### config.mk
export PLATFORM = sky130hd
export DESIGN_NAME = sdc_stall_ctl
export DESIGN_NICKNAME = d
export VERILOG_FILES = /design/src/rtl/sdc_pkg.sv /design/src/rtl/sdc_down_counter.sv /design/src/rtl/sdc_stall_ctl.sv
export SDC_FILE = /design/constraint.sdc
export NUM_CORES = 1
export LEC_CHECK = 0
export BUFFER_PORTS_ARGS = -buffer_cell sky130_fd_sc_hd__buf_4
export CAP_MARGIN = 10
export CORE_MARGIN = 2
export CORE_UTILIZATION = 40
export DETAILED_ROUTE_END_ITERATION = 12
export SYNTH_ARGS = -nofsm -noshare
export SYNTH_HDL_FRONTEND = slang
export SYNTH_SLANG_ARGS = --single-unit
### constraint.sdc
create_clock -name clk_i -period 2.55 [get_ports clk_i]
set_input_delay 0.3825 -clock clk_i [delete_from_list [all_inputs] [get_ports clk_i]]
set_output_delay 0.3825 -clock clk_i [all_outputs]
set_load 0.05 [all_outputs]
### src/rtl/sdc_pkg.sv
// Purpose: Shared constants and types for the stall detector control block
// Assumes: AXI4-Lite register access, 32-bit data, register index times four
// Notes: Byte address of each register is its index times four
package sdc_pkg;

  // ==========================================================
  // Register map
  localparam int unsigned ADDR_W = 5;
  localparam logic [2:0] IDX_RTZ_CONTROL = 3'h0;
  localparam logic [2:0] IDX_DOWN_COUNTER_CONTROL = 3'h1;
  localparam logic [2:0] IDX_STALL_CONTROL = 3'h2;
  localparam logic [2:0] IDX_FLAGS = 3'h3;
  localparam logic [2:0] IDX_DOWN_COUNTER_COUNT = 3'h4;

  // ==========================================================
  // Field positions
  localparam int unsigned BIT_INTEGRATE_SEL = 7;
  localparam int unsigned BIT_DRIVE_COIL_EN = 6;
  localparam int unsigned BIT_RECIRC_LOW_SIDE_SEL = 5;
  localparam int unsigned BIT_CONVERTER_POLARITY = 4;
  localparam int unsigned BIT_UNDERFLOW_IRQ_EN = 7;
  localparam int unsigned BIT_AUTO_RELOAD_EN = 6;
  localparam int unsigned BIT_READ_LOAD_SEL = 5;
  localparam int unsigned BIT_PRESCALE_SEL = 4;
  localparam int unsigned BIT_FORCE_LOAD = 3;
  localparam int unsigned BIT_DOWN_COUNTER_EN = 2;
  localparam int unsigned BIT_ACC_OVERFLOW_IRQ_EN = 0;
  localparam int unsigned BIT_RETURN_TO_ZERO_EN = 7;
  localparam int unsigned BIT_UNDERFLOW_FLAG = 7;
  localparam int unsigned BIT_ACC_OVERFLOW_FLAG = 0;

  // ==========================================================
  // Reset values and counts
  localparam logic [7:0] RST_BYTE = 8'h00;
  localparam logic [15:0] COUNT_IDLE = 16'hFFFF;
  localparam logic [15:0] COUNT_ZERO = 16'h0000;
  localparam logic [15:0] LOAD_RST = 16'h0000;
  localparam int unsigned PRESCALE_SLOW = 512;
  localparam int unsigned PRESCALE_FAST = 64;
  localparam logic [1:0] AXI_OKAY = 2'h0;

  // ==========================================================
  // Types
  typedef struct packed {
    logic integrate_sel;
    logic drive_coil_en;
    logic recirc_low_side_sel;
    logic converter_polarity;
    logic [1:0] step;
  } sdc_rtz_s;

  typedef struct packed {
    logic [7:0] transistor_on;
    logic [7:0] switch_close;
  } sdc_coil_s;

endpackage : sdc_pkg

### src/rtl/sdc_down_counter.sv
// Purpose: Prescaled sixteen-bit modulus down-counter
// Assumes: One clock, clock enable freezes all state
// Notes: Prescale choice is latched only when the count is loaded
`timescale 1ns/10ps
module sdc_down_counter #(
  parameter int unsigned CNT_W = 16
) (
  input wire logic clk_i,
  input wire logic nrst_i,
  input wire logic ce_i,
  input wire logic en_i,
  input wire logic auto_reload_i,
  input wire logic div_slow_i,
  input wire logic wr_i,
  input wire logic [CNT_W-1:0] wr_data_i,
  input wire logic force_load_i,
  output logic [CNT_W-1:0] count_o,
  output logic [CNT_W-1:0] load_o,
  output logic zero_hit_o
);

  logic [8:0] pre_q;
  logic div_slow_q;
  logic tick;
  logic reload;

  // ==========================================================
  // Prescaler tick
  assign tick = (pre_q == (div_slow_q ? 9'(sdc_pkg::PRESCALE_SLOW - 1) : 9'(sdc_pkg::PRESCALE_FAST - 1)));
  assign reload = force_load_i || (wr_i && !auto_reload_i);

  // ==========================================================
  // Load register
  always_ff @(posedge clk_i or negedge nrst_i) begin
    if (!nrst_i) begin
      load_o <= sdc_pkg::LOAD_RST;
    end else if (ce_i && wr_i) begin
      load_o <= wr_data_i;
    end
  end

  // ==========================================================
  // Count, prescaler and latched division
  always_ff @(posedge clk_i or negedge nrst_i) begin
    if (!nrst_i) begin
      count_o <= sdc_pkg::COUNT_IDLE;
      pre_q <= '0;
      div_slow_q <= 1'b0;
    end else if (ce_i) begin
      if (!en_i) begin
        count_o <= sdc_pkg::COUNT_IDLE;
        pre_q <= '0;
      end else if (reload) begin
        count_o <= force_load_i ? load_o : wr_data_i;
        div_slow_q <= div_slow_i;
        pre_q <= '0;
      end else if (tick) begin
        pre_q <= '0;
        if (count_o != sdc_pkg::COUNT_ZERO) begin
          count_o <= count_o - 1'b1;
        end else if (auto_reload_i) begin
          count_o <= load_o;
          div_slow_q <= div_slow_i;
        end
      end else begin
        pre_q <= pre_q + 9'h001;
      end
    end
  end

  // Underflow event only from a decrement, so loading zero raises nothing
  always_ff @(posedge clk_i or negedge nrst_i) begin
    if (!nrst_i) begin
      zero_hit_o <= 1'b0;
    end else if (ce_i) begin
      zero_hit_o <= en_i && !reload && tick && (count_o == 16'h0001);
    end
  end

  idle_hold_a: assert property (@(posedge clk_i) disable iff (!nrst_i)
    (ce_i && !en_i) |=> (count_o == sdc_pkg::COUNT_IDLE)) else $error("count not held idle");
  stop_zero_a: assert property (@(posedge clk_i) disable iff (!nrst_i)
    (ce_i && en_i && !auto_reload_i && !reload && count_o == sdc_pkg::COUNT_ZERO)
    |=> (count_o == sdc_pkg::COUNT_ZERO)) else $error("one-shot count left zero");

endmodule : sdc_down_counter

### src/rtl/sdc_stall_ctl.sv
// Purpose: Stall detector coil switching and modulus counter control
// Assumes: AXI4-Lite slave, registers at index * 4, synchronous inputs
// Notes: Interrupt requests are plain levels for an outside controller
// ==========================================================
// Summary of operation
// - Drive coil pair per step during return
// - Recirculate other coil when not integrating
// - No integration means all routing switches open
// - Integration closes two switches by step, polarity
// - Undriven coil nodes routed, polarity swaps them
// - Step selects coil current sign when driving
// - Control register read/write; underflow irq enable
// - One-shot mode counts down, stops at zero
// - Modulus mode reloads from load at zero
// - Read source selects live count or load
// - Prescale divides bus clock by 64 or 512
// - Prescale change waits for next load
// - Force load copies load, reads zero
// - Disabled counter holds all ones
// - Overflow irq while enable and flag set
// - Return disabled releases every transistor
// - No integration resets converter and accumulator
// - Underflow sets flag; write one clears
//
// Implementation choice: the AXI4-Lite slave port.
`timescale 1ns/10ps
module sdc_stall_ctl #(
  parameter int unsigned CNT_W = 16
) (
  input wire logic clk_i,
  input wire logic nrst_i,
  input wire logic ce_i,
  // AXI4-Lite write address
  input wire logic [sdc_pkg::ADDR_W-1:0] s_axi_awaddr,
  input wire logic s_axi_awvalid,
  output logic s_axi_awready,
  // AXI4-Lite write data
  input wire logic [31:0] s_axi_wdata,
  input wire logic [3:0] s_axi_wstrb,
  input wire logic s_axi_wvalid,
  output logic s_axi_wready,
  // AXI4-Lite write response
  output logic [1:0] s_axi_bresp,
  output logic s_axi_bvalid,
  input wire logic s_axi_bready,
  // AXI4-Lite read
  input wire logic [sdc_pkg::ADDR_W-1:0] s_axi_araddr,
  input wire logic s_axi_arvalid,
  output logic s_axi_arready,
  output logic [31:0] s_axi_rdata,
  output logic [1:0] s_axi_rresp,
  output logic s_axi_rvalid,
  input wire logic s_axi_rready,
  // Accumulator side
  input wire logic acc_overflow_i,
  output logic converter_reset_o,
  output logic acc_clear_o,
  // Coil side and interrupt requests
  output logic [7:0] transistor_on_o,
  output logic [7:0] switch_close_o,
  output logic underflow_irq_o,
  output logic acc_overflow_irq_o
);

  // ==========================================================
  // Declarations
  sdc_pkg::sdc_rtz_s rtz_q;
  sdc_pkg::sdc_coil_s coil_d;
  sdc_pkg::sdc_coil_s coil_q;
  logic [7:0] ctl_q;
  logic return_to_zero_en_q;
  logic underflow_flag_q;
  logic acc_overflow_flag_q;
  logic aw_have_q;
  logic w_have_q;
  logic [2:0] aw_idx_q;
  logic [31:0] wdata_q;
  logic [3:0] wstrb_q;
  logic do_write;
  logic [31:0] wmask;
  logic wr_rtz;
  logic wr_ctl;
  logic wr_stall;
  logic wr_flag;
  logic wr_cnt;
  logic force_load;
  logic [CNT_W-1:0] cnt_wdata;
  logic [CNT_W-1:0] count;
  logic [CNT_W-1:0] load;
  logic zero_hit;
  logic [31:0] rdata_d;
  logic [2:0] ar_idx;

  // ==========================================================
  // AXI4-Lite write channel
  assign s_axi_awready = ce_i && !aw_have_q && !s_axi_bvalid;
  assign s_axi_wready = ce_i && !w_have_q && !s_axi_bvalid;
  assign s_axi_bresp = sdc_pkg::AXI_OKAY;
  assign do_write = ce_i && aw_have_q && w_have_q && !s_axi_bvalid;

  always_ff @(posedge clk_i or negedge nrst_i) begin
    if (!nrst_i) begin
      aw_have_q <= 1'b0;
      aw_idx_q <= '0;
    end else if (ce_i) begin
      if (s_axi_awvalid && s_axi_awready) begin
        aw_have_q <= 1'b1;
        aw_idx_q <= s_axi_awaddr[4:2];
      end else if (do_write) begin
        aw_have_q <= 1'b0;
      end
    end
  end

  always_ff @(posedge clk_i or negedge nrst_i) begin
    if (!nrst_i) begin
      w_have_q <= 1'b0;
      wdata_q <= '0;
      wstrb_q <= '0;
    end else if (ce_i) begin
      if (s_axi_wvalid && s_axi_wready) begin
        w_have_q <= 1'b1;
        wdata_q <= s_axi_wdata;
        wstrb_q <= s_axi_wstrb;
      end else if (do_write) begin
        w_have_q <= 1'b0;
      end
    end
  end

  always_ff @(posedge clk_i or negedge nrst_i) begin
    if (!nrst_i) begin
      s_axi_bvalid <= 1'b0;
    end else if (ce_i) begin
      if (do_write) begin
        s_axi_bvalid <= 1'b1;
      end else if (s_axi_bready) begin
        s_axi_bvalid <= 1'b0;
      end
    end
  end

  // Byte lanes of the write
  assign wmask = {{8{wstrb_q[3]}}, {8{wstrb_q[2]}}, {8{wstrb_q[1]}}, {8{wstrb_q[0]}}};
  assign wr_rtz = do_write && wstrb_q[0] && (aw_idx_q == sdc_pkg::IDX_RTZ_CONTROL);
  assign wr_ctl = do_write && wstrb_q[0] && (aw_idx_q == sdc_pkg::IDX_DOWN_COUNTER_CONTROL);
  assign wr_stall = do_write && wstrb_q[0] && (aw_idx_q == sdc_pkg::IDX_STALL_CONTROL);
  assign wr_flag = do_write && wstrb_q[0] && (aw_idx_q == sdc_pkg::IDX_FLAGS);
  assign wr_cnt = do_write && (|wstrb_q[1:0]) && (aw_idx_q == sdc_pkg::IDX_DOWN_COUNTER_COUNT);
  // Lanes not written keep the old load value
  assign cnt_wdata = (wdata_q[CNT_W-1:0] & wmask[CNT_W-1:0]) | (load & ~wmask[CNT_W-1:0]);
  assign force_load = wr_ctl && wdata_q[sdc_pkg::BIT_FORCE_LOAD];

  // ==========================================================
  // Control registers
  always_ff @(posedge clk_i or negedge nrst_i) begin
    if (!nrst_i) begin
      rtz_q <= '0;
    end else if (ce_i && wr_rtz) begin
      rtz_q.integrate_sel <= wdata_q[sdc_pkg::BIT_INTEGRATE_SEL];
      rtz_q.drive_coil_en <= wdata_q[sdc_pkg::BIT_DRIVE_COIL_EN];
      rtz_q.recirc_low_side_sel <= wdata_q[sdc_pkg::BIT_RECIRC_LOW_SIDE_SEL];
      rtz_q.converter_polarity <= wdata_q[sdc_pkg::BIT_CONVERTER_POLARITY];
      rtz_q.step <= wdata_q[1:0];
    end
  end

  // Force-load bit is never stored, so it reads zero
  always_ff @(posedge clk_i or negedge nrst_i) begin
    if (!nrst_i) begin
      ctl_q <= sdc_pkg::RST_BYTE;
    end else if (ce_i && wr_ctl) begin
      ctl_q <= wdata_q[7:0] & 8'hF5;
    end
  end

  always_ff @(posedge clk_i or negedge nrst_i) begin
    if (!nrst_i) begin
      return_to_zero_en_q <= 1'b0;
    end else if (ce_i && wr_stall) begin
      return_to_zero_en_q <= wdata_q[sdc_pkg::BIT_RETURN_TO_ZERO_EN];
    end
  end

  // ==========================================================
  // Event flags, set wins over clear
  always_ff @(posedge clk_i or negedge nrst_i) begin
    if (!nrst_i) begin
      underflow_flag_q <= 1'b0;
    end else if (ce_i) begin
      if (zero_hit) begin
        underflow_flag_q <= 1'b1;
      end else if (wr_flag && wdata_q[sdc_pkg::BIT_UNDERFLOW_FLAG]) begin
        underflow_flag_q <= 1'b0;
      end
    end
  end

  always_ff @(posedge clk_i or negedge nrst_i) begin
    if (!nrst_i) begin
      acc_overflow_flag_q <= 1'b0;
    end else if (ce_i) begin
      if (acc_overflow_i) begin
        acc_overflow_flag_q <= 1'b1;
      end else if (wr_flag && wdata_q[sdc_pkg::BIT_ACC_OVERFLOW_FLAG]) begin
        acc_overflow_flag_q <= 1'b0;
      end
    end
  end

  assign underflow_irq_o = ctl_q[sdc_pkg::BIT_UNDERFLOW_IRQ_EN] && underflow_flag_q;
  assign acc_overflow_irq_o = ctl_q[sdc_pkg::BIT_ACC_OVERFLOW_IRQ_EN] && acc_overflow_flag_q;

  // ==========================================================
  // Modulus down-counter
  // Mode change with the counter running is left to software
  sdc_down_counter #(
    .CNT_W(CNT_W)
  ) sdc_down_counter_i (
    .clk_i(clk_i),
    .nrst_i(nrst_i),
    .ce_i(ce_i),
    .en_i(ctl_q[sdc_pkg::BIT_DOWN_COUNTER_EN]),
    .auto_reload_i(ctl_q[sdc_pkg::BIT_AUTO_RELOAD_EN]),
    .div_slow_i(ctl_q[sdc_pkg::BIT_PRESCALE_SEL]),
    .wr_i(wr_cnt),
    .wr_data_i(cnt_wdata),
    .force_load_i(force_load),
    .count_o(count),
    .load_o(load),
    .zero_hit_o(zero_hit)
  );

  // ==========================================================
  // AXI4-Lite read channel
  assign s_axi_arready = ce_i && !s_axi_rvalid;
  assign s_axi_rresp = sdc_pkg::AXI_OKAY;
  assign ar_idx = s_axi_araddr[4:2];

  always_comb begin
    rdata_d = '0;
    unique case (ar_idx)
      sdc_pkg::IDX_RTZ_CONTROL: begin
        rdata_d[7:0] = {rtz_q.integrate_sel, rtz_q.drive_coil_en, rtz_q.recirc_low_side_sel,
                        rtz_q.converter_polarity, 2'h0, rtz_q.step};
      end
      sdc_pkg::IDX_DOWN_COUNTER_CONTROL: begin
        rdata_d[7:0] = ctl_q;
      end
      sdc_pkg::IDX_STALL_CONTROL: begin
        rdata_d[sdc_pkg::BIT_RETURN_TO_ZERO_EN] = return_to_zero_en_q;
      end
      sdc_pkg::IDX_FLAGS: begin
        rdata_d[sdc_pkg::BIT_UNDERFLOW_FLAG] = underflow_flag_q;
        rdata_d[sdc_pkg::BIT_ACC_OVERFLOW_FLAG] = acc_overflow_flag_q;
      end
      sdc_pkg::IDX_DOWN_COUNTER_COUNT: begin
        rdata_d[CNT_W-1:0] = ctl_q[sdc_pkg::BIT_READ_LOAD_SEL] ? load : count;
      end
      default: begin
        rdata_d = '0;
      end
    endcase
  end

  always_ff @(posedge clk_i or negedge nrst_i) begin
    if (!nrst_i) begin
      s_axi_rvalid <= 1'b0;
      s_axi_rdata <= '0;
    end else if (ce_i) begin
      if (s_axi_arvalid && s_axi_arready) begin
        s_axi_rvalid <= 1'b1;
        s_axi_rdata <= rdata_d;
      end else if (s_axi_rready) begin
        s_axi_rvalid <= 1'b0;
      end
    end
  end

  // ==========================================================
  // Coil transistor and routing switch decode
  always_comb begin
    coil_d = '0;
    if (return_to_zero_en_q) begin
      if (rtz_q.drive_coil_en) begin
        // Step sets which coil and which current sign
        unique case (rtz_q.step)
          2'h0: coil_d.transistor_on = coil_d.transistor_on | 8'h09;
          2'h1: coil_d.transistor_on = coil_d.transistor_on | 8'h90;
          2'h2: coil_d.transistor_on = coil_d.transistor_on | 8'h06;
          2'h3: coil_d.transistor_on = coil_d.transistor_on | 8'h60;
        endcase
      end
      // Integrating leaves the other coil floating
      if (!rtz_q.integrate_sel) begin
        if (!rtz_q.step[0]) begin
          coil_d.transistor_on = coil_d.transistor_on | (rtz_q.recirc_low_side_sel ? 8'hA0 : 8'h50);
        end else begin
          coil_d.transistor_on = coil_d.transistor_on | (rtz_q.recirc_low_side_sel ? 8'h0A : 8'h05);
        end
      end
    end
    // Routing ignores the return enable
    if (rtz_q.integrate_sel) begin
      unique case ({rtz_q.step, rtz_q.converter_polarity})
        3'h0: coil_d.switch_close = 8'h90;
        3'h1: coil_d.switch_close = 8'h60;
        3'h2: coil_d.switch_close = 8'h06;
        3'h3: coil_d.switch_close = 8'h09;
        3'h4: coil_d.switch_close = 8'h60;
        3'h5: coil_d.switch_close = 8'h90;
        3'h6: coil_d.switch_close = 8'h09;
        3'h7: coil_d.switch_close = 8'h06;
      endcase
    end
  end

  // Registered so the bridge never sees a decode glitch
  always_ff @(posedge clk_i or negedge nrst_i) begin
    if (!nrst_i) begin
      coil_q <= '0;
    end else if (ce_i) begin
      coil_q <= coil_d;
    end
  end

  assign transistor_on_o = coil_q.transistor_on;
  assign switch_close_o = coil_q.switch_close;
  assign converter_reset_o = !rtz_q.integrate_sel;
  assign acc_clear_o = !rtz_q.integrate_sel;

  // ==========================================================
  // Checks
  rtz_off_a: assert property (@(posedge clk_i) disable iff (!nrst_i)
    (ce_i && !return_to_zero_en_q) |=> (transistor_on_o == 8'h00)) else $error("transistor on with return off");
  drive_pair_a: assert property (@(posedge clk_i) disable iff (!nrst_i)
    (ce_i && return_to_zero_en_q && rtz_q.drive_coil_en && rtz_q.step == 2'h1)
    |=> (transistor_on_o[4] && transistor_on_o[7])) else $error("step one drive pair missing");
  recirc_pair_a: assert property (@(posedge clk_i) disable iff (!nrst_i)
    (ce_i && return_to_zero_en_q && !rtz_q.integrate_sel && rtz_q.step == 2'h0 && rtz_q.recirc_low_side_sel)
    |=> (transistor_on_o[5] && transistor_on_o[7] && !transistor_on_o[4])) else $error("recirculation pair wrong");
  float_off_a: assert property (@(posedge clk_i) disable iff (!nrst_i)
    (ce_i && rtz_q.integrate_sel && !rtz_q.drive_coil_en) |=> (transistor_on_o == 8'h00))
    else $error("transistor on while floating");
  switch_open_a: assert property (@(posedge clk_i) disable iff (!nrst_i)
    (ce_i && !rtz_q.integrate_sel) |=> (switch_close_o == 8'h00)) else $error("switch closed without integration");
  switch_two_a: assert property (@(posedge clk_i) disable iff (!nrst_i)
    (ce_i && rtz_q.integrate_sel) |=> ($countones(switch_close_o) == 2)) else $error("not two switches closed");
  polarity_swap_a: assert property (@(posedge clk_i) disable iff (!nrst_i)
    (ce_i && rtz_q.integrate_sel && rtz_q.step == 2'h2 && !rtz_q.converter_polarity)
    |=> (switch_close_o == 8'h60)) else $error("step two routing wrong");
  uf_irq_a: assert property (@(posedge clk_i) disable iff (!nrst_i)
    underflow_irq_o == (ctl_q[7] && underflow_flag_q)) else $error("underflow request mismatch");
  uf_set_a: assert property (@(posedge clk_i) disable iff (!nrst_i)
    (ce_i && zero_hit) |=> underflow_flag_q) else $error("underflow flag not set");
  force_zero_a: assert property (@(posedge clk_i) disable iff (!nrst_i)
    !ctl_q[sdc_pkg::BIT_FORCE_LOAD]) else $error("force load bit stored");
  ov_irq_a: assert property (@(posedge clk_i) disable iff (!nrst_i)
    (ctl_q[0] && acc_overflow_flag_q) |-> acc_overflow_irq_o) else $error("overflow request missing");
  conv_reset_a: assert property (@(posedge clk_i) disable iff (!nrst_i)
    !rtz_q.integrate_sel |-> (converter_reset_o && acc_clear_o)) else $error("converter not reset");

endmodule : sdc_stall_ctl

==> flow_summary.yaml <==
run_status:
  status: "finished, final reports clean"
finish:
  post-route-util_pct: 47.6
  drive_above_1_share_pct: 30.3
  layout_commonest_cell: "buf_4"
  synthToLayoutAreaGrowth_pct: 16.9
  final_net_count: 720
  multi_input_area_sq_um: 3010
  final_cell_mix: "97 x buf_4, 95 x dfrtp_1, 52 x mux2_2"
  n_antenna_cell: 0
  filler_cell_count: 1421
  seqCellArea_sq_um: 2800
sta:
  maxSlewViolCount: 0
  finalClockSkew_ns: 0.00815
  max_freq_mhz: 418
  finalSetupViolations: 0
  min_period_ns: 2.39
  finalHoldViolCount: 0
  worst_pin_slew_ns: 0.744
  finalCritPeriodShare_pct: 93.7
  relSlewSlack_pct: 50.4
  fin_tns_setup_ns: 0
  rsz0062_at_grt: "false"
worst_setup_path:
  cp_max_fo: 15
  startpoint: "wstrb_q[0]"
  worstSetupEndpointType: "flop"
  crit_type: "flop to flop"
  critPathLaunchType: "flop"
  ff2ff_setup_slack_ns: 0.16
  arrival_ns: 2.67
  regToRegStartpoint: "wstrb_q[0]"
  crit_required_ns: 2.83
drt:
  drc: 0
  vias: 4883
  drt-initial-drc-count: 358
  wl_mm: 16.1
  via_per_inst: 5.72
  wl_per_cell_um: 18.9
  postRouteAntennaNets: 0
  drt-pass1-iter-count: 4
min_path:
  hold_class: "input port to flop"
  min-delay-start: "s_axi_awaddr[3]"
floorplanning:
  die_area_sq_um: 16400
  rows: 45
  fp.dieH_um: 128
  dieWidth_um: 128
  core_area_sq_um: 15100
  initial_core_util_pct: 40.7
  ios: 116
global_routing:
  grt_antenna_before_repair: 0
  use_met2_pct: 30.5
  grt_use_met3_pct: 2.80
  use_met1_pct: 30.9
  grt_pass1_wl_mm: 26.1
  overflow: 0
  grt_util_all_layers_pct: 20.5
  busiest_layer: "met1"
  grt_max_degree: 51
  grt_pass1_vias: 4795
synthesis:
  seq_area_frac_synth_pct: 45.6
  synth_cell_types: 73
  synth_ff_type: "dfrtp_1"
  syn_area_sq_um: 6140
  ys.warnings.count: 0
  syn_avg_cell_area_sq_um: 10.4
  async_reset_ff_share_pct: 100
  synth_edf_count: 0
  postSynthCellCount: 589
  synth_seq_cells: 111
pwr:
  p_comb_share_pct: 33.3
  power_density_nw_per_um2: 898
  p_switching_w: 0.00255
  intPower_w: 0.00389
  peakVddDrop_uv: 583
  power.leakage_nw: 3.12
  power.share.clock_pct: 22.8
  power_frac_seq_pct: 43.9
  switching_share_pct: 39.6
placed_design:
  dp_hpwl_mm: 11.9
  io_buffer_count: 73
  gp_congestion: 0.874
cts:
  clockBufferDepth: 2
  cts_buffers: 9
  cts.clk_slew.worst_paths_ns: 0.07
  htree_levels: 3
  root_buffer: "clkbuf_16"
  cts_sinks: 111
  clk_latency_ns: 0.36
  tritoncts: "yes"
run:
  cap_violations: 0
[per-stage QoR]
stage | hold WS [ns] | area (sq um) | power, W | worst slack (ns) | instances
2_1_floorplan | 0.0869 | 6210 | 0.00425 | 0.00684 | 608
6_report | 0.232 | 7180 | 0.00644 | 0.160 | 854
3_3_place_gp | 0.356 | 6860 | 0.00493 | 0.160 | 837
4_1_cts | 0.220 | 7180 | 0.00649 | 0.162 | 854
3_5_place_dp | 0.359 | 6860 | 0.00500 | 0.171 | 837
5_1_grt | 0.247 | 7180 | 0.00679 | 0.0397 | 854
[final cells by class]
type	count	area share, %
inverter	20	1.05
multi-input combinational	420	41.9
clock inverter	5	0.854
tap	188	3.28
clock buffer	11	3.38
sequential	111	39.0
timing repair buffer	99	10.6
[power groups by stage]
stage	Clock (W)	Combinational, W	Sequential (W)
detailed placement	0	0.00215	0.00285
global placement	0	0.00211	0.00282
CTS	0.00152	0.00216	0.00282
global route	0.00158	0.00230	0.00291
floorplan	0	0.00138	0.00287
finish	0.00147	0.00215	0.00283
[cell usage after synthesis, drive strengths merged (11+ instances only)]
cell / instances / area share [%]
a21oi: 17 / 1.6
o21ai: 40 / 3.4
dfstp: 16 / 6.8
inv: 18 / 1.1
clkbuf: 23 / 1.4
nand2: 41 / 2.5
dfrtp: 95 / 39
mux2i: 20 / 3.3
buf: 34 / 4.0
nor2: 26 / 1.6
mux2: 52 / 9.5
nand3: 17 / 1.6
nor3: 19 / 1.7
o211ai: 11 / 1.3
[flip-flops by register name (all words and copies together) (netlist names), 2 cells and up]
| register | cells |
|---|---|
| sdc_down_counter_i.load_o | 16 |
| switch_close_o | 4 |
| wstrb_q | 2 |
| ctl_q | 6 |
| wdata_q | 16 |
| s_axi_rdata | 16 |
| transistor_on_o | 8 |
| rtz_q | 6 |
| sdc_down_counter_i.count_o | 16 |
| sdc_down_counter_i.pre_q | 9 |
| aw_idx_q | 3 |
[cells by family after synthesis]
family | synth area share, %
XOR/XNOR | 1.71
buffers and inverters | 6.64
flip-flops | 45.6
multiplexers | 12.8
AND/OR/NAND/NOR | 15.4
other | 0.0611
AO/OA/AOI/OAI | 17.1
adder cells (fa/ha/maj) | 0.815
[path summary, 6_finish.rpt]
path	endpoint	depth (start not counted)
worst max-delay path	sdc_down_counter_i.count_o[3]	5
worst min-delay path	aw_idx_q[1]	3
worst max register to register	sdc_down_counter_i.count_o[3]	5
worst min register to register	s_axi_rdata[12]	2
max in group asynchronous	s_axi_rdata[13]	3
min in group asynchronous	transistor_on_o[3]	2
[timing repair]
item	in CTS	in global routing
resized for setup	0	0
setup buffers	0	0
hold buffers	1	0
endpoints found under the hold margin	26	0
[critical path, cell delays in order, from the launching register on]
cell and delay (ns):
dfrtp_1 0.59, nand4bb_1 0.21, a311oi_1 0.49, nor2_1 0.20
a21oi_4 0.43, mux2_2 0.39
[routing by layer]
layer  share of wire, %  vias up
li1                   -     2290
met1                 49     2440
met2                 45      136
met3                5.2       17
met4                1.5        0
met5                  0        -
Note: power is estimated with default switching activity, not from simulation.
